$ cat src/verilog/led_blink_pkg.sv
// Constants, tables and carrier types for the LED blink sequencer
package led_blink_pkg;
    // Channel count: red, green, blue of the first LED group
    localparam int NUM_CHAN = 3;
    // Register offsets
    localparam logic [7:0] TIMES_OFS [NUM_CHAN] = '{8'h01, 8'h03, 8'h05};
    localparam logic [7:0] CYCLE_OFS [NUM_CHAN] = '{8'h02, 8'h04, 8'h06};
    localparam logic [7:0] SEQ_CTRL_OFS = 8'h11;
    // Register reset value
    localparam logic [7:0] REG_RESET = 8'h00;
    // Field positions
    localparam int ON_CODE_LSB = 4;
    localparam int OFF_CODE_LSB = 0;
    localparam int BLINK_EN_BIT = 3;
    localparam int PERIOD_CODE_LSB = 0;
    localparam int START_BIT = 3;
    // Group selection value that routes blinking to the first group
    localparam logic [1:0] GROUP_BLINK = 2'h1;
    // Base time step: a period is split into ticks of this length
    localparam int CLK_PERIOD_NS = 10;
    localparam int TICK_US = 500;
    localparam int TICK_CYCLES = TICK_US * 1000 / CLK_PERIOD_NS;
    // Fractions are in half-percent units, full cycle is this many
    localparam logic [8:0] FULL_HALF_PCT = 9'h0C8;
    // Period in ticks for period codes 0..7 (0.1 s to 5 s)
    localparam logic [13:0] PERIOD_TICKS [8] = '{
        14'h00C8, 14'h01F4, 14'h03E8, 14'h07D0,
        14'h0FA0, 14'h1770, 14'h1F40, 14'h2710};
    // Half-percent fraction for duration codes 0..15 (0 % to 100 %)
    localparam logic [7:0] FRACTION_HALF_PCT [16] = '{
        8'h00, 8'h02, 8'h05, 8'h0A, 8'h0F, 8'h14, 8'h1E, 8'h28,
        8'h3C, 8'h50, 8'h64, 8'h78, 8'h8C, 8'hA0, 8'hB4, 8'hC8};
    // Register write strobe from the serial interface
    typedef struct packed {
        logic we;
        logic [7:0] addr;
        logic [7:0] data;
    } reg_write_type;
endpackage : led_blink_pkg

$ cat src/verilog/led_blink_sequencer.sv
// Blink sequencer for the red, green and blue outputs of the first group
// Behaviour
// - Blinking runs only when the output group select equals binary 01.
// - Cycle register bit 3 enables blinking per channel; zero disables it.
// - Writing start bit 3 restarts all enabled channels together.
// - Each channel output switch turns its output off regardless; when on, the output blinks or stays on.
// - Timing register holds ON code in bits 7-4, OFF code in 3-0.
// - Duration codes map to 0 through 100 percent of the cycle.
// - Cycle register bits 2-0 select period 0.1 s through 5 s.
// - Each cycle: OFF time, then ON time, then off for the rest.
// - OFF plus ON over full cycle: OFF kept, ON cut at cycle end.
// - OFF plus ON under full cycle: output off for the remainder.
// - Blinking exists only on the first group's three outputs.
// - A register write takes effect on the write strobe edge.
`timescale 1ns/100ps
`default_nettype none
module led_blink_sequencer #(
    parameter int TICK_CYCLES = led_blink_pkg::TICK_CYCLES
) (
    // Clock and reset
    input wire logic core_clk,
    input wire logic resetn,
    // Register write strobe, pulsed at the final acknowledge
    input wire led_blink_pkg::reg_write_type reg_wr,
    // Register read port
    input wire logic [7:0] reg_rd_addr,
    output logic [7:0] reg_rd_data,
    // Configuration bits held elsewhere in the device
    input wire logic [1:0] output_group_select,
    input wire logic red_output_switch,
    input wire logic green_output_switch,
    input wire logic blue_output_switch,
    // First LED group drive, index 0 red, 1 green, 2 blue
    output logic [2:0] first_led_group
);
    localparam int NC = led_blink_pkg::NUM_CHAN;

    // Write hit for a given offset
    function automatic logic write_hit(led_blink_pkg::reg_write_type w,
                                       logic [7:0] ofs);
        write_hit = w.we && (w.addr == ofs);
    endfunction : write_hit

    // Reset release through two flops
    logic [1:0] rst_sync_reg;
    logic rst_n;
    always_ff @(posedge core_clk or negedge resetn) begin
        if (!resetn) begin
            rst_sync_reg <= 2'b00;
        end else begin
            rst_sync_reg <= {rst_sync_reg[0], 1'b1};
        end
    end
    assign rst_n = rst_sync_reg[1];

    // Registers
    logic [7:0] times_reg [NC];
    logic [7:0] cycle_reg [NC];
    logic [7:0] seq_ctrl_reg;
    logic [2:0] switches;
    logic group_blink;
    logic start_write;
    logic tick;
    logic [31:0] tick_cnt_reg;
    assign switches = {blue_output_switch, green_output_switch,
                       red_output_switch};
    assign group_blink = (output_group_select == led_blink_pkg::GROUP_BLINK);
    assign start_write = write_hit(reg_wr, led_blink_pkg::SEQ_CTRL_OFS)
        && reg_wr.data[led_blink_pkg::START_BIT];
    assign tick = (tick_cnt_reg == 32'(TICK_CYCLES - 1));

    always_ff @(posedge core_clk or negedge rst_n) begin
        if (!rst_n) begin
            seq_ctrl_reg <= led_blink_pkg::REG_RESET;
        end else if (write_hit(reg_wr, led_blink_pkg::SEQ_CTRL_OFS)) begin
            seq_ctrl_reg <= reg_wr.data;
        end
    end

    // shared tick divider, restarted by start
    always_ff @(posedge core_clk or negedge rst_n) begin
        if (!rst_n) begin
            tick_cnt_reg <= 32'h0000_0000;
        end else if (start_write || tick) begin
            tick_cnt_reg <= 32'h0000_0000;
        end else begin
            tick_cnt_reg <= tick_cnt_reg + 32'h0000_0001;
        end
    end

    // Read data selection
    logic [7:0] rd_next;
    always_comb begin
        rd_next = 8'h00;
        for (int c = 0; c < NC; c++) begin
            if (reg_rd_addr == led_blink_pkg::TIMES_OFS[c]) begin
                rd_next = times_reg[c];
            end
            if (reg_rd_addr == led_blink_pkg::CYCLE_OFS[c]) begin
                rd_next = cycle_reg[c];
            end
        end
        if (reg_rd_addr == led_blink_pkg::SEQ_CTRL_OFS) begin
            rd_next = seq_ctrl_reg;
        end
    end
    always_ff @(posedge core_clk or negedge rst_n) begin
        if (!rst_n) begin
            reg_rd_data <= 8'h00;
        end else begin
            reg_rd_data <= rd_next;
        end
    end

    // Per-channel state
    logic [13:0] pos_reg [NC];
    logic [13:0] period [NC];
    logic active [NC];
    logic wave [NC];
    logic [2:0] led_next;

    // only the three first-group channels exist
    for (genvar c = 0; c < NC; c++) begin : g_chan
        logic [8:0] off_hp;
        logic [8:0] end_hp;
        logic [23:0] pos_scaled;
        logic [23:0] off_edge;
        logic [23:0] on_edge;
        logic blink_en;

        always_ff @(posedge core_clk or negedge rst_n) begin
            if (!rst_n) begin
                times_reg[c] <= led_blink_pkg::REG_RESET;
                cycle_reg[c] <= led_blink_pkg::REG_RESET;
            end else begin
                if (write_hit(reg_wr, led_blink_pkg::TIMES_OFS[c])) begin
                    times_reg[c] <= reg_wr.data;
                end
                if (write_hit(reg_wr, led_blink_pkg::CYCLE_OFS[c])) begin
                    cycle_reg[c] <= reg_wr.data;
                end
            end
        end

        assign blink_en = cycle_reg[c][led_blink_pkg::BLINK_EN_BIT];
        assign active[c] = group_blink && blink_en
            && seq_ctrl_reg[led_blink_pkg::START_BIT];
        assign period[c] = led_blink_pkg::PERIOD_TICKS[
            cycle_reg[c][led_blink_pkg::PERIOD_CODE_LSB +: 3]];
        assign off_hp = {1'b0, led_blink_pkg::FRACTION_HALF_PCT[
            times_reg[c][led_blink_pkg::OFF_CODE_LSB +: 4]]};
        assign end_hp = off_hp + {1'b0, led_blink_pkg::FRACTION_HALF_PCT[
            times_reg[c][led_blink_pkg::ON_CODE_LSB +: 4]]};
        assign pos_scaled = 24'(pos_reg[c])
            * 24'(led_blink_pkg::FULL_HALF_PCT);
        assign off_edge = 24'(period[c]) * 24'(off_hp);
        assign on_edge = 24'(period[c]) * 24'(end_hp);
        // off, on, off; pos stays below period
        assign wave[c] = (pos_scaled >= off_edge) && (pos_scaled < on_edge);

        always_ff @(posedge core_clk or negedge rst_n) begin
            if (!rst_n) begin
                pos_reg[c] <= 14'h0000;
            end else if (start_write || !active[c]) begin
                pos_reg[c] <= 14'h0000;
            end else if (tick) begin
                if (pos_reg[c] >= period[c] - 14'h0001) begin
                    pos_reg[c] <= 14'h0000;
                end else begin
                    pos_reg[c] <= pos_reg[c] + 14'h0001;
                end
            end
        end

        // switch gates the output in every mode
        assign led_next[c] = switches[c] && (active[c] ? wave[c] : 1'b1);
    end

    // Output drive register
    always_ff @(posedge core_clk or negedge rst_n) begin
        if (!rst_n) begin
            first_led_group <= 3'b000;
        end else begin
            first_led_group <= led_next;
        end
    end
endmodule : led_blink_sequencer
`default_nettype wire

$ cat config.mk
export PLATFORM = sky130hd
export DESIGN_NAME = led_blink_sequencer
export DESIGN_NICKNAME = d
export VERILOG_FILES = /design/src/verilog/led_blink_pkg.sv /design/src/verilog/led_blink_sequencer.sv
export SDC_FILE = /design/constraint.sdc
export NUM_CORES = 2
export LEC_CHECK = 0
export ABC_AREA = 0
export BUFFER_PORTS_ARGS = -buffer_cell sky130_fd_sc_hd__buf_2
export CAP_MARGIN = 0
export CORE_MARGIN = 4
export CORE_UTILIZATION = 41
export CTS_BUF_LIST = sky130_fd_sc_hd__clkbuf_4 sky130_fd_sc_hd__clkbuf_8
export CTS_CLUSTER_SIZE = 10
export DETAILED_ROUTE_END_ITERATION = 6
export GPL_TIMING_DRIVEN = 1
export SLEW_MARGIN = 10
export SYNTH_ARGS = -nofsm -noshare
export SYNTH_HDL_FRONTEND = slang
export SYNTH_SLANG_ARGS = --single-unit
$ cat constraint.sdc
create_clock -name core_clk -period 4 [get_ports core_clk]
set_clock_uncertainty 0.15 [all_clocks]
set_input_delay 0.2 -clock core_clk [delete_from_list [all_inputs] [get_ports core_clk]]
set_output_delay 0.2 -clock core_clk [all_outputs]
set_load 0.01 [all_outputs]
After elaboration in Yosys (flattened, before gate mapping):

Memory sizes are Yosys's and may differ from the RTL's.
Cells that the tools add are included.

* add/sub/neg operators: 10
* multiply operators: 9
* divide/modulo/power cells: 0
* magnitude comparators: 18
* equal/unequal tests: 16
* shift operators: 0
* multiplexer cells: 38
* bitwise gates (word level): 9
* reduce and logical (&&, ||, !) cells: 30

Operators by type and width (count)
* two-way mux 14 bit: 15
* two-way mux 8 bit: 19
* < comparator 22 x 23 -> 1 bit: 3
* multiplier 14 x 9 -> 23 bit: 3
* >= comparator 22 bit: 3
* multiplier 14 x 8 -> 22 bit: 3
* multiplier 14 x 5 -> 19 bit, second input constant: 3
* equality test 8 x 3 -> 1 bit, second input constant: 6
* adder 14 x 1 -> 14 bit, second input constant: 3
* >= comparator 14 bit: 3
* subtractor 14 x 1 -> 14 bit, second input constant: 3
* adder 32 x 1 -> 32 bit, second input constant: 1
* equality test 32 x 16 -> 1 bit, second input constant: 1
* equality test 8 x 2 -> 1 bit, second input constant: 4
* two-way mux 32 bit: 1
* >= comparator 5 bit, second input constant: 6
* inverter 4 -> 5 bit: 6
* adder 8 x 8 -> 9 bit: 3
* logical AND 1 bit: 20
* equality test 8 x 1 -> 1 bit, second input constant: 2
* equality test 8 x 5 -> 1 bit, second input constant: 2
* >= comparator 4 bit, second input constant: 3
* inverter 3 -> 4 bit: 3
* nonzero test 2 bit: 3
* other kinds (4): 11

* flip-flop bits (word level): 143
* bits in latches: 0
* bits in writable memories: 0
* memory bits (read-only): 1104
* output and inout bits: 11
* memories: 9

Memories
* (no name shown): depth 16, bits a word 8, read ports 1, clocked after memory_dff 0, write ports 0, line led_blink_sequencer.sv:152 `assign end_hp = off_hp + {1'b0, led_blink_pkg::FRACTION_HALF_PCT[`
* (no name shown): depth 16, bits a word 8, read ports 1, clocked after memory_dff 0, write ports 0, line led_blink_sequencer.sv:150 `assign off_hp = {1'b0, led_blink_pkg::FRACTION_HALF_PCT[`
* (no name shown): depth 16, bits a word 8, read ports 1, clocked after memory_dff 0, write ports 0, line led_blink_sequencer.sv:152
* (no name shown): depth 16, bits a word 8, read ports 1, clocked after memory_dff 0, write ports 0, line led_blink_sequencer.sv:150
* (no name shown): depth 16, bits a word 8, read ports 1, clocked after memory_dff 0, write ports 0, line led_blink_sequencer.sv:152
* (no name shown): depth 16, bits a word 8, read ports 1, clocked after memory_dff 0, write ports 0, line led_blink_sequencer.sv:150
* +3 memories

Logic depth before layout (Yosys ltp):

* depth in word-level cells: 10
* gate-level depth with buffers: 40

Worst setup path before layout:

No wires, ideal clock.

* path type: reg-to-reg
* from: reg times_reg[8] (netlist name)
* to: reg first_led_group[1]
* library setup time: 0.126 ns
* data arrival time: 7.769 ns
* data required time: 3.724 ns
* path slack: -4.045 ns
* stages on the path, launching flop included: 39
* path buffers: 2
* clock period less this slack: 8.045 ns
* cell sequence: dfrtp_1 > inv_1 > ha_1 > mux2i_1 > or2_2 > clkbuf_1 > clkinv_1 > ha_1 > inv_1 > fa_1 > nor2b_1 > o21ai_0 > a21boi_0 > o21ai_0 > nand2_1 > xnor2_1 > clkbuf_1 > or2_2 > [3 not listed] > fa_1 > inv_1 > fa_1 > inv_1 > ha_1 > o21ai_0 > inv_1 > o31ai_1 > a21boi_0 > a21boi_0 > nor2b_1 > xor2_1 > ha_1 > nand3_1 > nor4_1 > o21ai_0 > and3_1 > o311a_1

* cells in the longest elaborated chain, start to end: 10

Ends and longest elaborated chain
* start: declaration: line led_blink_sequencer.sv:57 `logic [7:0] times_reg [NC];`
* start signal: indexed assignment: line led_blink_sequencer.sv:133 `times_reg[c] <= led_blink_pkg::REG_RESET;`
* start signal: indexed assignment: line led_blink_sequencer.sv:137 `times_reg[c] <= reg_wr.data;`
* inverter 4 -> 5 bit (not written as such) (*): line led_blink_sequencer.sv:150
* memory read (16 x 8 bit) (*)
* two-way mux 8 bit (not written as such) (*) (2 in series): line led_blink_sequencer.sv:150
* adder 8 x 8 -> 9 bit: line led_blink_sequencer.sv:152
* multiplier 14 x 9 -> 23 bit: line led_blink_sequencer.sv:157 `assign on_edge = 24'(period[c]) * 24'(end_hp);`
* < comparator 22 x 23 -> 1 bit: line led_blink_sequencer.sv:159 `assign wave[c] = (pos_scaled >= off_edge) && (pos_scaled < on_edge);`
* logical AND 1 bit (*): line led_blink_sequencer.sv:159
* two-way mux 1 bit (*): line led_blink_sequencer.sv:176 `assign led_next[c] = switches[c] && (active[c] ? wave[c] : 1'b1);`
* logical AND 1 bit (*): line led_blink_sequencer.sv:176
* net led_next[1]: line led_blink_sequencer.sv:120 `logic [2:0] led_next;`
* end signal: assignment: line led_blink_sequencer.sv:184 `first_led_group <= led_next;`
* end: declaration: line led_blink_sequencer.sv:34 `output logic [2:0] first_led_group`

Mark *: on every way through the listed nets, which the timed path passes. The rest lies on a longest branch. The select of a mux whose other input is x is not followed.
A chain may end at the register's enable or synchronous reset.

Worst setup path in the final report:

* from: reg times_reg[9] (netlist name)
* to: reg first_led_group[1]

The elaborated chain is that of the path after synthesis.

==> impl_metrics.toml <==
[yosys]
synth.area.top_cells = "fa_1 24%, ha_1 22%, dfrtp_1 10%, inv_1 8.1%, nand2_1 4.1%"
synth_edf_count = 0
syn_area_per_cell_um2 = 8.462
yosysTopAreaCellShare_pct = 23.98
syn_inst = 4173
syn-cell-area_um2 = 35310
synth_top_flop_cell = "dfrtp_1"
ys_seq_area_share_pct = 10.13
yosysWarnings = 0
ys_seq_elements = 143
netlist.top_cell.by_area = "fa_1"
synth_nets = 5239
async_flop_share_pct = 100.0
synth.distinct_cells = 78

[worst_setup_path]
path_max_fanout = 7
setup.worst_path.class = "register to register"
start_kind = "register"
critPathBufInv = 6
required_ns = 4.26
cp.arrival_ns = 7.59
end_kind = "register"
cpLargestDelayFamily = "adder cells"
critPathSlowestCell = "fa_1"
slowest_delay_ns = 0.54

[sta]
max_freq_mhz = 136.3
hold_violations = 0
grt_setup_unrepaired = "yes"
slew_viol_final = 0
setup_viol = 17
tightest_slew_ns = 0.9267
setup_ws_ns = -3.336
fin_tns_setup_ns = -15.53
period_share_pct = 183.4
relSlewSlack_pct = 38.22
layout_min_cycle_time_ns = 7.336

[floorplan]
fp.dieH_um = 301.5
start_util_pct = 41.40
rows = 107
fp.dieW_um = 301.5
core_area_um2 = 85280
die_area_um2 = 90880
io_pins = 43

[run_status]
violations = "setup timing"
status = "finished with violations"

[global_route]
grt_pass1_wl_mm = 163.6
grt_max_degree = 63
grt_pass1_vias = 31556
grt_usage_pct = 22.33
antenna_found_initial = 2
overflow = 0

[placement]
place_ws_ns = -3.510
dp_hpwl_mm = 84.92
place_area_um2 = 43550
place.gp.congestion = 0.8909
port_buffers = 42

[cells_and_area]
area_delta_synth_final_pct = 26.66
fillCellCount = 8009
layout-drive-gt1-share_pct = 25.61
final_cell_mix = "838 x buf_4, 734 x inv_1, 579 x ha_1, 418 x fa_1, 383 x nand2_1"
fin_nets = 6048
final_common_cell = "buf_4"
largest_reg_flops = 42
stdcell_area_um2 = 44730

[pwr]
swShare_pct = 43.49
p_int_mw = 3.981
p_seq_share_pct = 22.8
p_sw_mw = 3.063
power.leakage_nw = 24.29
clockPowerShare_pct = 18.0
total_power_mw = 7.044
p_per_area_nw_per_um2 = 157.5
ir_worst_vdd_mv = 0.2449
combPwrFrac_pct = 59.2

[clocking]
htree_levels = 4
cts_sinks = 143
clkSlewWorstSetupHoldPaths_ns = 0.09
clock_latency_ns = 0.54
cts_tree = "yes"
cts_buffers = 17
cts_root_buf = "clkbuf_8"
clk_path_buf_depth = 2

[run]
drv_cap = 0

[drt]
via_count = 30982
first_pass_iters = 5
ant_nets = 0
routedWlPerCell_um = 16.18
first_iter_violations = 1663
totalWireLength_mm = 99.36
vias_per_cell = 5.045
route.detailed.drc = 0

[worst_hold_path]
hold_path_class = "input port to register"
-- what timing repair did --
| action | 4_1_cts | 5_1_grt |
|---|---|---|
| gates cloned | 0 | 1 |
| buffers inserted | 26 | 9 |
| pin swaps | 80 | 50 |
| hold endpoints to repair | 60 | 0 |
| resized for setup | 60 | 49 |
| endpoints found under the setup margin | 17 | 25 |
| hold buffers | 13 | 0 |
-- final timing paths --
kind | startpoint | to | depth (start not counted) | slack, ns
setup / recovery | times_reg[9] | first_led_group[1] | 35 | -3.34
hold / removal | reg_wr[16] | seq_ctrl_reg[3] | 4 | 0.11
setup reg to reg | times_reg[9] | first_led_group[1] | 35 | -3.34
hold reg to reg | rst_sync_reg[0] | rst_sync_reg[1] | 0 | 0.21
max in group asynchronous | rst_sync_reg[1] | times_reg[17] | 1 | 2.43
min in group asynchronous | rst_sync_reg[1] | first_led_group[2] | 0 | 0.31
-- power groups by stage --
stage	Clock (mW)	Sequential [mW]	Combinational, mW
2_1_floorplan	0	1.62	2.44
3_3_place_gp	0	1.63	4.01
3_5_place_dp	0	1.64	4.06
4_1_cts	1.31	1.61	4.15
5_1_grt	1.34	1.62	4.68
6_report	1.27	1.61	4.17
-- Yosys cell counts, drive strengths merged, types with 73 or more instances --
library cell / count
a21o: 73
a21oi: 171
clkbuf: 111
dfrtp: 143
fa: 423
ha: 611
inv: 766
nand2: 388
nor2: 383
o21ai: 149
xnor2: 111
xor2: 84
-- cells by family after synthesis --
family | count (synthesis) | share of synthesized area (%)
AO/OA/AOI/OAI | 624 | 11.30
XOR/XNOR | 195 | 4.837
adder cells (fa/ha/maj) | 1034 | 45.63
buffers and inverters | 897 | 9.649
flip-flops | 143 | 10.13
multiplexers | 91 | 2.828
other | 1 | 0.01062
AND/OR/NAND/NOR | 1188 | 15.61
-- metal layers --
metal	vias to the layer above	track usage [%]	wire length [µm]
li1	15126	-	-
met1	14978	31.26	46210
met2	753	36.96	45930
met3	125	2.685	5218
met4	0	5.309	2009
met5	-	0	0
-- tightest hold or removal path: stages --
cell	delay, ns
buf_2	0.09
and3_1	0.14
buf_4	0.21
o21ai_0	0.09
-- metrics by stage --
| step | instances | hold WS, ns | utilization, % |
|---|---|---|---|
| 2_1_floorplan | 4173 | -0.2456 | - |
| 3_3_place_gp | 6058 | -0.1619 | 51.06 |
| 3_5_place_dp | 6058 | -0.1620 | 51.06 |
| 4_1_cts | 6129 | 0.04416 | 52.16 |
| 5_1_grt | 6140 | 0.1164 | 52.44 |
| 6_report | 6141 | 0.1144 | 52.45 |
-- layout make-up --
class / count / area [µm²] / share of cell area, %
tap: 1144 / 1431 / 3.200
antenna: 2 / 5.005 / 0.01119
sequential: 143 / 3591 / 8.029
timing repair buffer: 912 / 6962 / 15.57
clock inverter: 14 / 156.4 / 0.3497
inverter: 775 / 2942 / 6.577
clock buffer: 18 / 241.5 / 0.5399
multi-input combinational: 3133 / 29400 / 65.73
Power figures use the tool's default switching activity.
